$ cat src/rtl/bcc_pkg.sv
package bcc_pkg;

  // ---------------------------------------------------------------
  // Register byte addresses
  // ---------------------------------------------------------------
  localparam logic [31:0] BCC_CTRL_ADDR = 32'h4000_5200;
  localparam logic [31:0] BCC_DRIFT_ADDR = 32'h4000_5204;
  localparam logic [31:0] BCC_SUB_ADDR = 32'h4000_5208;
  localparam logic [31:0] BCC_SEC_ADDR = 32'h4000_520C;
  localparam logic [31:0] BCC_MIN_ADDR = 32'h4000_5210;
  localparam logic [31:0] BCC_HOUR_ADDR = 32'h4000_5214;
  localparam logic [31:0] BCC_DAY_ADDR = 32'h4000_5218;
  localparam logic [31:0] BCC_WEEK_ADDR = 32'h4000_521C;
  localparam logic [31:0] BCC_MONTH_ADDR = 32'h4000_5220;

  // ---------------------------------------------------------------
  // Field positions
  // ---------------------------------------------------------------
  localparam int BCC_HOLD_BIT = 0;
  localparam int BCC_HOLD_STS_BIT = 1;
  localparam int BCC_FMT_BIT = 10;
  localparam int BCC_INTERVAL_BIT = 7;
  localparam int BCC_SIGN_BIT = 6;
  localparam int BCC_PM_BIT = 5;

  // ---------------------------------------------------------------
  // Values after reset
  // ---------------------------------------------------------------
  localparam logic [15:0] BCC_SUB_RST = 16'h0000;
  localparam logic [7:0] BCC_SEC_RST = 8'h00;
  localparam logic [7:0] BCC_MIN_RST = 8'h00;
  localparam logic [7:0] BCC_HOUR_RST = 8'h12;
  localparam logic [7:0] BCC_DAY_RST = 8'h01;
  localparam logic [2:0] BCC_WEEK_RST = 3'h0;
  localparam logic [7:0] BCC_MONTH_RST = 8'h00;
  localparam logic [7:0] BCC_DRIFT_RST = 8'h00;

  // ---------------------------------------------------------------
  // Counting limits
  // ---------------------------------------------------------------
  localparam logic [15:0] BCC_SUB_WRAP = 16'h7FFF;
  localparam logic [15:0] BCC_CORR_POINT = 16'h4000;
  localparam logic [1:0] BCC_HOLD_TICKS = 2'h2;
  localparam logic [7:0] BCC_SEC_MAX = 8'h59;
  localparam logic [7:0] BCC_HOUR24_MAX = 8'h23;
  localparam logic [7:0] BCC_HOUR12_LAST = 8'h31;
  localparam logic [7:0] BCC_DAY_MAX = 8'h31;
  localparam logic [7:0] BCC_WEEK_MAX = 8'h06;
  localparam logic [7:0] BCC_MONTH_MAX = 8'h12;

  // ---------------------------------------------------------------
  // Bus carriers
  // ---------------------------------------------------------------
  typedef struct packed {
    logic psel;
    logic penable;
    logic pwrite;
    logic [31:0] paddr;
    logic [31:0] pwdata;
    logic [3:0] pstrb;
  } bcc_apb_req_t;

  typedef struct packed {
    logic [31:0] prdata;
    logic pready;
    logic pslverr;
  } bcc_apb_rsp_t;

endpackage

$ cat src/rtl/bcc_top.sv
`timescale 1ns/1ns
// How it works
// - Twenty-second mode corrects at 00, 20, 40
// - Sixty-second mode corrects only at 00
// - Positive sign adds twice magnitude minus one
// - Negative sign subtracts twice inverted magnitude plus one
// - Upper five magnitude bits zero: no correction
// - Correction steps are even, 2 to 124
// - Sub-counter never exceeds 7FFFH after correction
// - Seconds write clears the sub-counter
// - Seconds count 0-59 on sub-counter overflow
// - Out-of-range BCD writes are discarded
// - Minutes count 0-59 on seconds wrap
// - Software write beats a simultaneous carry
// - Hours count in 24 or 12-hour coding
// - Twelve-hour codes: 12H midnight, 32H noon
// - Day wraps by month length and leap
// - Weekday follows days, 111 write ignored
// - Weekday never derived from month and day
// - Month counts 1-12, wraps after December
// - Sub-counter read-only, writes return an error; others allow bytes
// - Years divisible by four are leap years
// - Hold request freezes seconds upward, sub runs
// - Control bit 10 selects 12/24-hour format
module bcc_top (
  input wire logic mclk_in,
  input wire logic rst_n_in,
  input wire logic cal_clk_in,
  input wire logic [7:0] year_value_in,
  input wire bcc_pkg::bcc_apb_req_t apb_req_in,
  output bcc_pkg::bcc_apb_rsp_t apb_rsp_out,
  output logic year_carry_out
);
  import bcc_pkg::*;

  // ---------------------------------------------------------------
  // BCD helpers
  // ---------------------------------------------------------------
  function automatic logic bcd_ok(input logic [7:0] v, input logic [7:0] lo,
                                  input logic [7:0] hi);
    bcd_ok = (v[3:0] <= 4'h9) && (v[7:4] <= 4'h9) && (v >= lo) && (v <= hi);
  endfunction

  function automatic logic [7:0] bcd_inc(input logic [7:0] v);
    bcd_inc = (v[3:0] == 4'h9) ? {v[7:4] + 4'h1, 4'h0} : {v[7:4], v[3:0] + 4'h1};
  endfunction

  function automatic logic [4:0] bcd_to_bin(input logic [7:0] v);
    bcd_to_bin = ({3'h0, v[5:4]} * 5'h0A) + {1'b0, v[3:0]};
  endfunction

  function automatic logic [7:0] bin_to_bcd(input logic [4:0] b);
    bin_to_bcd = {4'(b / 5'h0A), 4'(b % 5'h0A)};
  endfunction

  function automatic logic [7:0] hour_inc(input logic [7:0] v, input logic fmt24);
    if (fmt24) begin
      hour_inc = (v == BCC_HOUR24_MAX) ? 8'h00 : bcd_inc(v);
    end else begin
      case (v)
        8'h11: hour_inc = 8'h32;
        8'h12: hour_inc = 8'h01;
        8'h31: hour_inc = 8'h12;
        8'h32: hour_inc = 8'h21;
        default: hour_inc = bcd_inc(v);
      endcase
    end
  endfunction

  function automatic logic [7:0] to_24h(input logic [7:0] v);
    logic [4:0] h;
    h = bcd_to_bin({3'h0, v[4:0]});
    if (h == 5'd12) begin
      h = 5'd0;
    end
    to_24h = bin_to_bcd(v[BCC_PM_BIT] ? h + 5'd12 : h);
  endfunction

  function automatic logic [7:0] to_12h(input logic [7:0] v);
    logic [4:0] h;
    logic pm;
    h = bcd_to_bin(v);
    pm = (h >= 5'd12);
    h = pm ? h - 5'd12 : h;
    if (h == 5'd0) begin
      h = 5'd12;
    end
    to_12h = bin_to_bcd(h) | {2'h0, pm, 5'h00};
  endfunction

  // ---------------------------------------------------------------
  // State
  // ---------------------------------------------------------------
  logic cal_q_reg;
  logic [15:0] sub_reg;
  logic [15:0] sub_next;
  logic done_reg;
  logic pend_reg;
  logic [7:0] sec_reg;
  logic [7:0] sec_next;
  logic [7:0] min_reg;
  logic [7:0] min_next;
  logic [7:0] hour_reg;
  logic [7:0] hour_next;
  logic [7:0] day_reg;
  logic [7:0] day_next;
  logic [2:0] week_reg;
  logic [2:0] week_next;
  logic [7:0] month_reg;
  logic [7:0] month_next;
  logic [7:0] drift_reg;
  logic hold_reg;
  logic fmt_reg;
  logic [1:0] hold_cnt_reg;
  bcc_apb_rsp_t rsp_reg;
  bcc_apb_rsp_t rsp_next;

  // ---------------------------------------------------------------
  // Bus decode
  // ---------------------------------------------------------------
  wire setup = apb_req_in.psel && !apb_req_in.penable;
  wire wr = apb_req_in.psel && apb_req_in.penable && rsp_reg.pready && apb_req_in.pwrite;
  wire [31:0] addr = apb_req_in.paddr;
  wire [7:0] wdb = apb_req_in.pwdata[7:0];
  wire lane0 = apb_req_in.pstrb[0];
  wire sel_ctrl = (addr == BCC_CTRL_ADDR);
  wire sel_drift = (addr == BCC_DRIFT_ADDR);
  wire sel_sub = (addr == BCC_SUB_ADDR);
  wire sel_sec = (addr == BCC_SEC_ADDR);
  wire sel_min = (addr == BCC_MIN_ADDR);
  wire sel_hour = (addr == BCC_HOUR_ADDR);
  wire sel_day = (addr == BCC_DAY_ADDR);
  wire sel_week = (addr == BCC_WEEK_ADDR);
  wire sel_month = (addr == BCC_MONTH_ADDR);
  wire mapped = sel_ctrl | sel_drift | sel_sub | sel_sec | sel_min | sel_hour | sel_day
                | sel_week | sel_month;
  wire bad_acc = !mapped || (apb_req_in.pwrite && sel_sub);

  wire wr_sec = wr && sel_sec && lane0;
  wire hour_in_range = fmt_reg ? bcd_ok(wdb, 8'h00, BCC_HOUR24_MAX)
                       : (bcd_ok(wdb, 8'h01, 8'h12) || bcd_ok(wdb, 8'h21, 8'h32));
  wire wr_sec_ok = wr_sec && bcd_ok(wdb, 8'h00, BCC_SEC_MAX);
  wire wr_min_ok = wr && sel_min && lane0 && bcd_ok(wdb, 8'h00, BCC_SEC_MAX);
  wire wr_hour_ok = wr && sel_hour && lane0 && hour_in_range;
  wire wr_day_ok = wr && sel_day && lane0 && bcd_ok(wdb, 8'h01, BCC_DAY_MAX);
  wire wr_week_ok = wr && sel_week && lane0 && (wdb <= BCC_WEEK_MAX);
  wire wr_month_ok = wr && sel_month && lane0 && bcd_ok(wdb, 8'h01, BCC_MONTH_MAX);
  wire wr_drift = wr && sel_drift && lane0;
  wire wr_ctrl_lo = wr && sel_ctrl && lane0;
  wire wr_ctrl_hi = wr && sel_ctrl && apb_req_in.pstrb[1];
  wire fmt_change = wr_ctrl_hi && (apb_req_in.pwdata[BCC_FMT_BIT] != fmt_reg);

  // ---------------------------------------------------------------
  // Sub-counter and drift correction
  // ---------------------------------------------------------------
  wire tick = cal_clk_in && !cal_q_reg;
  wire sub_ovf = tick && (sub_reg >= BCC_SUB_WRAP);
  wire interval_sel = drift_reg[BCC_INTERVAL_BIT];
  wire corr_sign = drift_reg[BCC_SIGN_BIT];
  wire [5:0] corr_magnitude = drift_reg[5:0];
  wire sec_at_point = interval_sel ? (sec_reg == 8'h00)
                      : (sec_reg == 8'h00 || sec_reg == 8'h20 || sec_reg == 8'h40);
  wire corr_en = (corr_magnitude[5:1] != 5'h00);
  wire corr_fire = tick && (sub_reg == BCC_CORR_POINT) && !done_reg && sec_at_point
                   && corr_en && !wr_sec;
  wire [6:0] corr_half = corr_sign ? ({1'b0, ~corr_magnitude} + 7'h01)
                         : ({1'b0, corr_magnitude} - 7'h01);
  wire [15:0] corr_amt = {8'h00, corr_half, 1'b0};
  wire [15:0] sub_inc = sub_reg + 16'h0001;

  always_comb begin
    if (wr_sec) begin
      sub_next = BCC_SUB_RST;
    end else if (sub_ovf) begin
      sub_next = sub_reg - BCC_SUB_WRAP;
    end else if (corr_fire) begin
      sub_next = corr_sign ? sub_inc - corr_amt : sub_inc + corr_amt;
    end else if (tick) begin
      sub_next = sub_inc;
    end else begin
      sub_next = sub_reg;
    end
  end

  // ---------------------------------------------------------------
  // Carry chain
  // ---------------------------------------------------------------
  wire sec_step = (sub_ovf || pend_reg) && !hold_reg && !wr_sec;
  wire sec_wrap = sec_step && (sec_reg == BCC_SEC_MAX);
  wire min_step = sec_wrap && !wr_min_ok;
  wire min_wrap = min_step && (min_reg == BCC_SEC_MAX);
  wire hour_last = fmt_reg ? (hour_reg == BCC_HOUR24_MAX) : (hour_reg == BCC_HOUR12_LAST);
  wire hour_step = min_wrap && !wr_hour_ok;
  wire hour_wrap = hour_step && hour_last;
  wire leap = year_value_in[4] ? (year_value_in[3:0] == 4'h2 || year_value_in[3:0] == 4'h6)
              : (year_value_in[3:0] == 4'h0 || year_value_in[3:0] == 4'h4
                 || year_value_in[3:0] == 4'h8);
  wire short30 = (month_reg == 8'h04) || (month_reg == 8'h06) || (month_reg == 8'h09)
                 || (month_reg == 8'h11);
  wire [7:0] day_last = (month_reg == 8'h02) ? (leap ? 8'h29 : 8'h28)
                        : (short30 ? 8'h30 : BCC_DAY_MAX);
  wire day_step = hour_wrap && !wr_day_ok;
  wire day_wrap = day_step && (day_reg >= day_last);
  wire week_step = hour_wrap && !wr_week_ok;
  wire month_step = day_wrap && !wr_month_ok;
  wire month_wrap = month_step && (month_reg >= BCC_MONTH_MAX);

  assign sec_next = wr_sec_ok ? wdb : sec_wrap ? 8'h00 : sec_step ? bcd_inc(sec_reg) : sec_reg;
  assign min_next = wr_min_ok ? wdb : min_wrap ? 8'h00 : min_step ? bcd_inc(min_reg) : min_reg;
  assign hour_next = wr_hour_ok ? wdb
                     : fmt_change ? (fmt_reg ? to_12h(hour_reg) : to_24h(hour_reg))
                     : hour_step ? hour_inc(hour_reg, fmt_reg) : hour_reg;
  assign day_next = wr_day_ok ? wdb : day_wrap ? 8'h01 : day_step ? bcd_inc(day_reg) : day_reg;
  assign week_next = wr_week_ok ? wdb[2:0]
                     : week_step ? ((week_reg == BCC_WEEK_MAX[2:0]) ? 3'h0 : week_reg + 3'h1)
                     : week_reg;
  assign month_next = wr_month_ok ? wdb : month_wrap ? 8'h01
                      : month_step ? bcd_inc(month_reg) : month_reg;

  // ---------------------------------------------------------------
  // Read mux and bus response
  // ---------------------------------------------------------------
  wire hold_sts = hold_reg && (hold_cnt_reg == BCC_HOLD_TICKS);
  wire [31:0] ctrl_rd = {21'h0, fmt_reg, 8'h00, hold_sts, hold_reg};
  wire [31:0] rd_data = sel_ctrl ? ctrl_rd
                        : sel_drift ? {24'h0, drift_reg}
                        : sel_sub ? {16'h0, sub_reg}
                        : sel_sec ? {24'h0, sec_reg}
                        : sel_min ? {24'h0, min_reg}
                        : sel_hour ? {24'h0, hour_reg}
                        : sel_day ? {24'h0, day_reg}
                        : sel_week ? {29'h0, week_reg}
                        : sel_month ? {24'h0, month_reg} : 32'h0000_0000;

  always_comb begin
    rsp_next.pready = setup;
    rsp_next.pslverr = setup && bad_acc;
    rsp_next.prdata = (setup && !apb_req_in.pwrite) ? rd_data : 32'h0000_0000;
  end

  assign apb_rsp_out = rsp_reg;

  // ---------------------------------------------------------------
  // Registers
  // ---------------------------------------------------------------
  always_ff @(posedge mclk_in) begin
    if (!rst_n_in) begin
      cal_q_reg <= 1'b0;
      sub_reg <= BCC_SUB_RST;
      done_reg <= 1'b0;
      pend_reg <= 1'b0;
      sec_reg <= BCC_SEC_RST;
      min_reg <= BCC_MIN_RST;
      hour_reg <= BCC_HOUR_RST;
      day_reg <= BCC_DAY_RST;
      week_reg <= BCC_WEEK_RST;
      month_reg <= BCC_MONTH_RST;
      year_carry_out <= 1'b0;
    end else begin
      cal_q_reg <= cal_clk_in;
      sub_reg <= sub_next;
      done_reg <= corr_fire || (done_reg && !sub_ovf && !wr_sec);
      pend_reg <= (sub_ovf && hold_reg && !wr_sec) || (pend_reg && hold_reg && !wr_sec);
      sec_reg <= sec_next;
      min_reg <= min_next;
      hour_reg <= hour_next;
      day_reg <= day_next;
      week_reg <= week_next;
      month_reg <= month_next;
      year_carry_out <= month_wrap;
    end
  end

  always_ff @(posedge mclk_in) begin
    if (!rst_n_in) begin
      drift_reg <= BCC_DRIFT_RST;
      hold_reg <= 1'b0;
      fmt_reg <= 1'b0;
      hold_cnt_reg <= 2'h0;
      rsp_reg <= '0;
    end else begin
      if (wr_drift) begin
        drift_reg <= wdb;
      end
      if (wr_ctrl_lo) begin
        hold_reg <= apb_req_in.pwdata[BCC_HOLD_BIT];
      end
      if (wr_ctrl_hi) begin
        fmt_reg <= apb_req_in.pwdata[BCC_FMT_BIT];
      end
      if (!hold_reg) begin
        hold_cnt_reg <= 2'h0;
      end else if (tick && hold_cnt_reg != BCC_HOLD_TICKS) begin
        hold_cnt_reg <= hold_cnt_reg + 2'h1;
      end
      rsp_reg <= rsp_next;
    end
  end
endmodule // bcc_top

$ cat config.mk
export PLATFORM = sky130hd
export DESIGN_NAME = bcc_top
export DESIGN_NICKNAME = d
export VERILOG_FILES = /design/src/rtl/bcc_pkg.sv /design/src/rtl/bcc_top.sv
export SDC_FILE = /design/constraint.sdc
export NUM_CORES = 1
export LEC_CHECK = 0
export BUFFER_PORTS_ARGS = -buffer_cell sky130_fd_sc_hd__buf_4
export CAP_MARGIN = 20
export CORE_MARGIN = 2
export CORE_UTILIZATION = 45
export CTS_CLUSTER_SIZE = 28
export DETAILED_ROUTE_END_ITERATION = 10
export PLACE_DENSITY = 0.8
export SYNTH_ARGS = -nofsm -noshare
export SYNTH_HDL_FRONTEND = slang
export SYNTH_SLANG_ARGS = --single-unit
$ cat constraint.sdc
create_clock -name mclk_in -period 4.3 [get_ports mclk_in]
set_input_delay 0.86 -clock mclk_in [delete_from_list [all_inputs] [get_ports mclk_in]]
set_output_delay 0.86 -clock mclk_in [all_outputs]
set_load 0.02 [all_outputs]
==> run metrics <==
worst path bufs/invs=3; FMAX=0.241 GHz; count of final max-slew check failures=0; hold-critical path depth=2; final setup fails=0; reg-to-reg setup timing slack=0.15 ns; Post-DRT Antenna Nets=0; CTS H-tree lvls=3; GRT Overall Usage=25.3%; met1 usage=31.9%; Nets=1,278; layout cells sized above 1=18.0%; drt first pass iters=8; combinational share of power=11.3%; CTS Buf Count=9; fillcell total=1,652; Peak VDD IR=0.216 mV; Sw Share=28.2%; dpl ws=-0.0251 ns; critical path class=flop to flop; core area=17,400 sq um; CP peak stage delay=0.49 ns; CP delay by family, top=simple AND/OR/NAND/NOR gates; Vias=8,331; area grow syn2layout=16.5%; FP Rows=48; total power=1890 uW; cts hold-fix bufs=0; status=finished, final reports clean; RePlAce Congestion=0.918; Setup crit end kind=flop; min cycle time layout=4.15 ns; Hold Path Sink=day_reg[6]$_SDFFE_PN0P_; Cell Area, Synth=8080 sq um; Cells after Synth=1,079; top cells by area, synth=dfxtp_1 (23%), ha_1 (7.7%), nor2_1 (5.4%); Final WS setup=0.146 ns; worst path cell trace=ha_4 -> fa_2 -> xnor2_2 -> inv_2 -> ha_2 -> or4b_4 -> a31oi_4 -> o31a_1 -> inv_2 -> ha_4 -> nand2b_4 -> a221o_1 -> buf_4 -> o221ai_1 -> nand2_1 -> and4_1 -> nor4_2 -> nor2_1; Total Routed Length=23.6 mm; met3 Track Usage GR=4.17%; R2R cell count=18; setup TNS=0 ns; vias per std cell=6.06; YS warnings=0; worst-case clock buffer depth=2; vias in the first global route=7,909; Seq/Total Area, Yosys=23.1%; Clk Latency, worst-skew pair=0.36 ns; largest net degree at the start of global routing=31; Max-cap violations=0; first-pass GRT wire length=38.4 mm; GR Util met2=42.7%; P per Cell Area=201 nW/um^2; share of the synthesized area in the top cell type=23.1%; Fin. Hold Viols=0; Synth Area per Inst=7.48 sq um; #FFs+latches synth=93; HPWL after DPL=17.7 mm; most used routing layer=met2; DRC errors left=0; Root Buffer=clkbuf_16; Int Pwr=1360 uW; Die X=138 um; drt initial violations=713; top_reg_cell synth=dfxtp_1; initial antenna violation count=0; max reg flops=18; hold_sp=day_reg[6]$_SDFFE_PN0P_; Startpoint Class=flop; Setup Skew=0.00756 ns; Post-synth EDFFs=0; CP arrival=4.39 ns; Clk pwr share=42.4%; Synth area leader=dfxtp_1; Synth cell types=93; grt ovf=0; initial core utilization=46.4%; clk sinks=93; Crit Reg-Reg Endpoint=hour_reg[1]$_SDFFE_PN1P_; TritonCTS clock tree=done; die height=138 um; Slew @ Worst Pin=0.723 ns; wire per inst=17.2 um; Net Switching=534 uW; Seq pwr share=46.3%; Req. time, crit path=4.54 ns; leakage power=0.00383 uW; I/O pin count=117; highest net fanout along the worst path=6; Inserted Diodes=0; Die Area=19,000 sq um; ys async rst share=0%; Hold WC Path Type=flop to flop; fin crit share=96.6%; Critical-path top delay cell=or4b_4; Worst-path clk slew=0.07 ns; worst relative slew slack=51.4%; Crit Reg-Reg Startpoint=hour_reg[4]$_SDFFE_PN1P_; # port buffers=72
==> Yosys cell counts, types with 5 or more instances <==
cell type,n
nor2_1,117
dfxtp_1,93
nand2_1,85
o21ai_0,64
a21oi_1,57
ha_1,50
inv_1,50
clkbuf_1,49
nor3_1,43
nand3_1,42
xnor2_1,34
nor4_1,25
mux2i_1,24
a211oi_1,22
a31oi_1,17
buf_4,17
xor2_1,17
nor2b_1,16
and2_1,14
and3_1,13
buf_2,13
nand2b_1,12
or3_1,11
nand4_1,10
o31ai_1,9
a21o_1,8
a22oi_1,7
o21a_1,7
o22ai_1,7
or2_2,7
nand3b_1,6
a211o_1,5
a22o_1,5
o21ai_1,5
==> worst max path at each step <==
stage | from | endpoint | slack, ns | depth (start not counted)
after floorplan | hour_reg[4]$_SDFFE_PN1P_ | hour_reg[3]$_SDFFE_PN0P_ | 0.04 | 19
after global placement | hour_reg[1]$_SDFFE_PN1P_ | hour_reg[1]$_SDFFE_PN1P_ | 0.08 | 19
after detailed placement | hour_reg[4]$_SDFFE_PN1P_ | hour_reg[1]$_SDFFE_PN1P_ | -0.03 | 21
after CTS | hour_reg[1]$_SDFFE_PN1P_ | hour_reg[3]$_SDFFE_PN0P_ | 0.02 | 19
after global routing | hour_reg[4]$_SDFFE_PN1P_ | hour_reg[1]$_SDFFE_PN1P_ | -0.007 | 18
final | hour_reg[4]$_SDFFE_PN1P_ | hour_reg[1]$_SDFFE_PN1P_ | 0.15 | 18
==> cell type report <==
cell class              instances  area (sq um)  area share, %
well taps                     225           282           2.99
repair buffers                121           932           9.90
multi-input cells             866          5840           62.1
clock inverters                 7          61.3          0.651
flip-flops and latches         93          1870           19.8
clock buffers                   9           225           2.39
inverters                      53           199           2.11
==> worst register-to-register path, cell delays in order (launching register included) <==
cell and delay, ns:
dfxtp_2 0.34, ha_4 0.16, fa_2 0.37, xnor2_2 0.22
inv_2 0.06, ha_2 0.17, or4b_4 0.49, a31oi_4 0.20
o31a_1 0.19, inv_2 0.07, ha_4 0.16, nand2b_4 0.13
a221o_1 0.29, buf_4 0.15, o221ai_1 0.20, nand2_1 0.20
and4_1 0.25, nor4_2 0.28, nor2_1 0.09
==> stage by stage <==
step	util, %	instance area, sq um	std cells	hold slack [ns]
final	54.0	9410	1374	0.527
after global routing	54.0	9410	1374	0.557
after CTS	53.0	9240	1368	0.531
after detailed placement	51.3	8940	1352	0.515
after global placement	51.2	8910	1351	0.490
after floorplan	-	8180	1094	0.469
==> per-layer routing <==
| metal | up-vias | wire length, um |
|---|---|---|
| li1 | 4019 | - |
| met1 | 3901 | 9760 |
| met2 | 341 | 11400 |
| met3 | 70 | 1660 |
| met4 | 0 | 734 |
| met5 | - | 0 |
==> what timing repair did <==
action | 4_1_cts | 5_1_grt
pin swaps | 2 | 16
endpoints found under the setup margin | 2 | 6
resized for setup | 2 | 29
hold endpoints to repair | 0 | 0
setup buffers | 0 | 6
==> power by group through the flow <==
stage | clock network, uW | logic [uW] | registers, uW
CTS | 817 | 210 | 875
global route | 853 | 232 | 877
detailed placement | 0 | 208 | 895
floorplan | 0 | 138 | 892
finish | 802 | 214 | 875
global placement | 0 | 201 | 895
==> placed cells by master, fill, tap and decap left out, drive strengths merged, types with 5 or more instances in the layout <==
master and count:
conb 16, or3 12, o21a 7, nor4b 6
nand3b 6, o21ai 69, nand2 85, a31oi 17
ha 50, nor2b 16, xor2 17, or2 10
a211oi 23, mux2i 24, o31ai 9, a22oi 7
inv 57, and3 13, and2 14, a21oi 58
a21o 8, nor4 30, nand4 12, xnor2 35
buf 121, nor3 45, nand3 44, clkbuf 9
a22o 5, o22ai 7, nand2b 12, dfxtp 93
nor2 117, a211o 5
==> cells by family (layout without fill, tap and decap cells) <==
logic type               after synthesis  in the layout  share of synthesized area [%]
flip-flops                            93             93                           23.1
other                                  1             16                         0.0464
buffers and inverters                135            190                           7.38
multiplexers                          27             27                           3.39
AND/OR/NAND/NOR                      448            448                           29.8
adder cells (fa/ha/maj)               52             52                           8.24
XOR/XNOR                              52             52                           5.73
AO/OA/AOI/OAI                        271            271                           22.4
No activity file was read; power rests on OpenSTA's default activity.
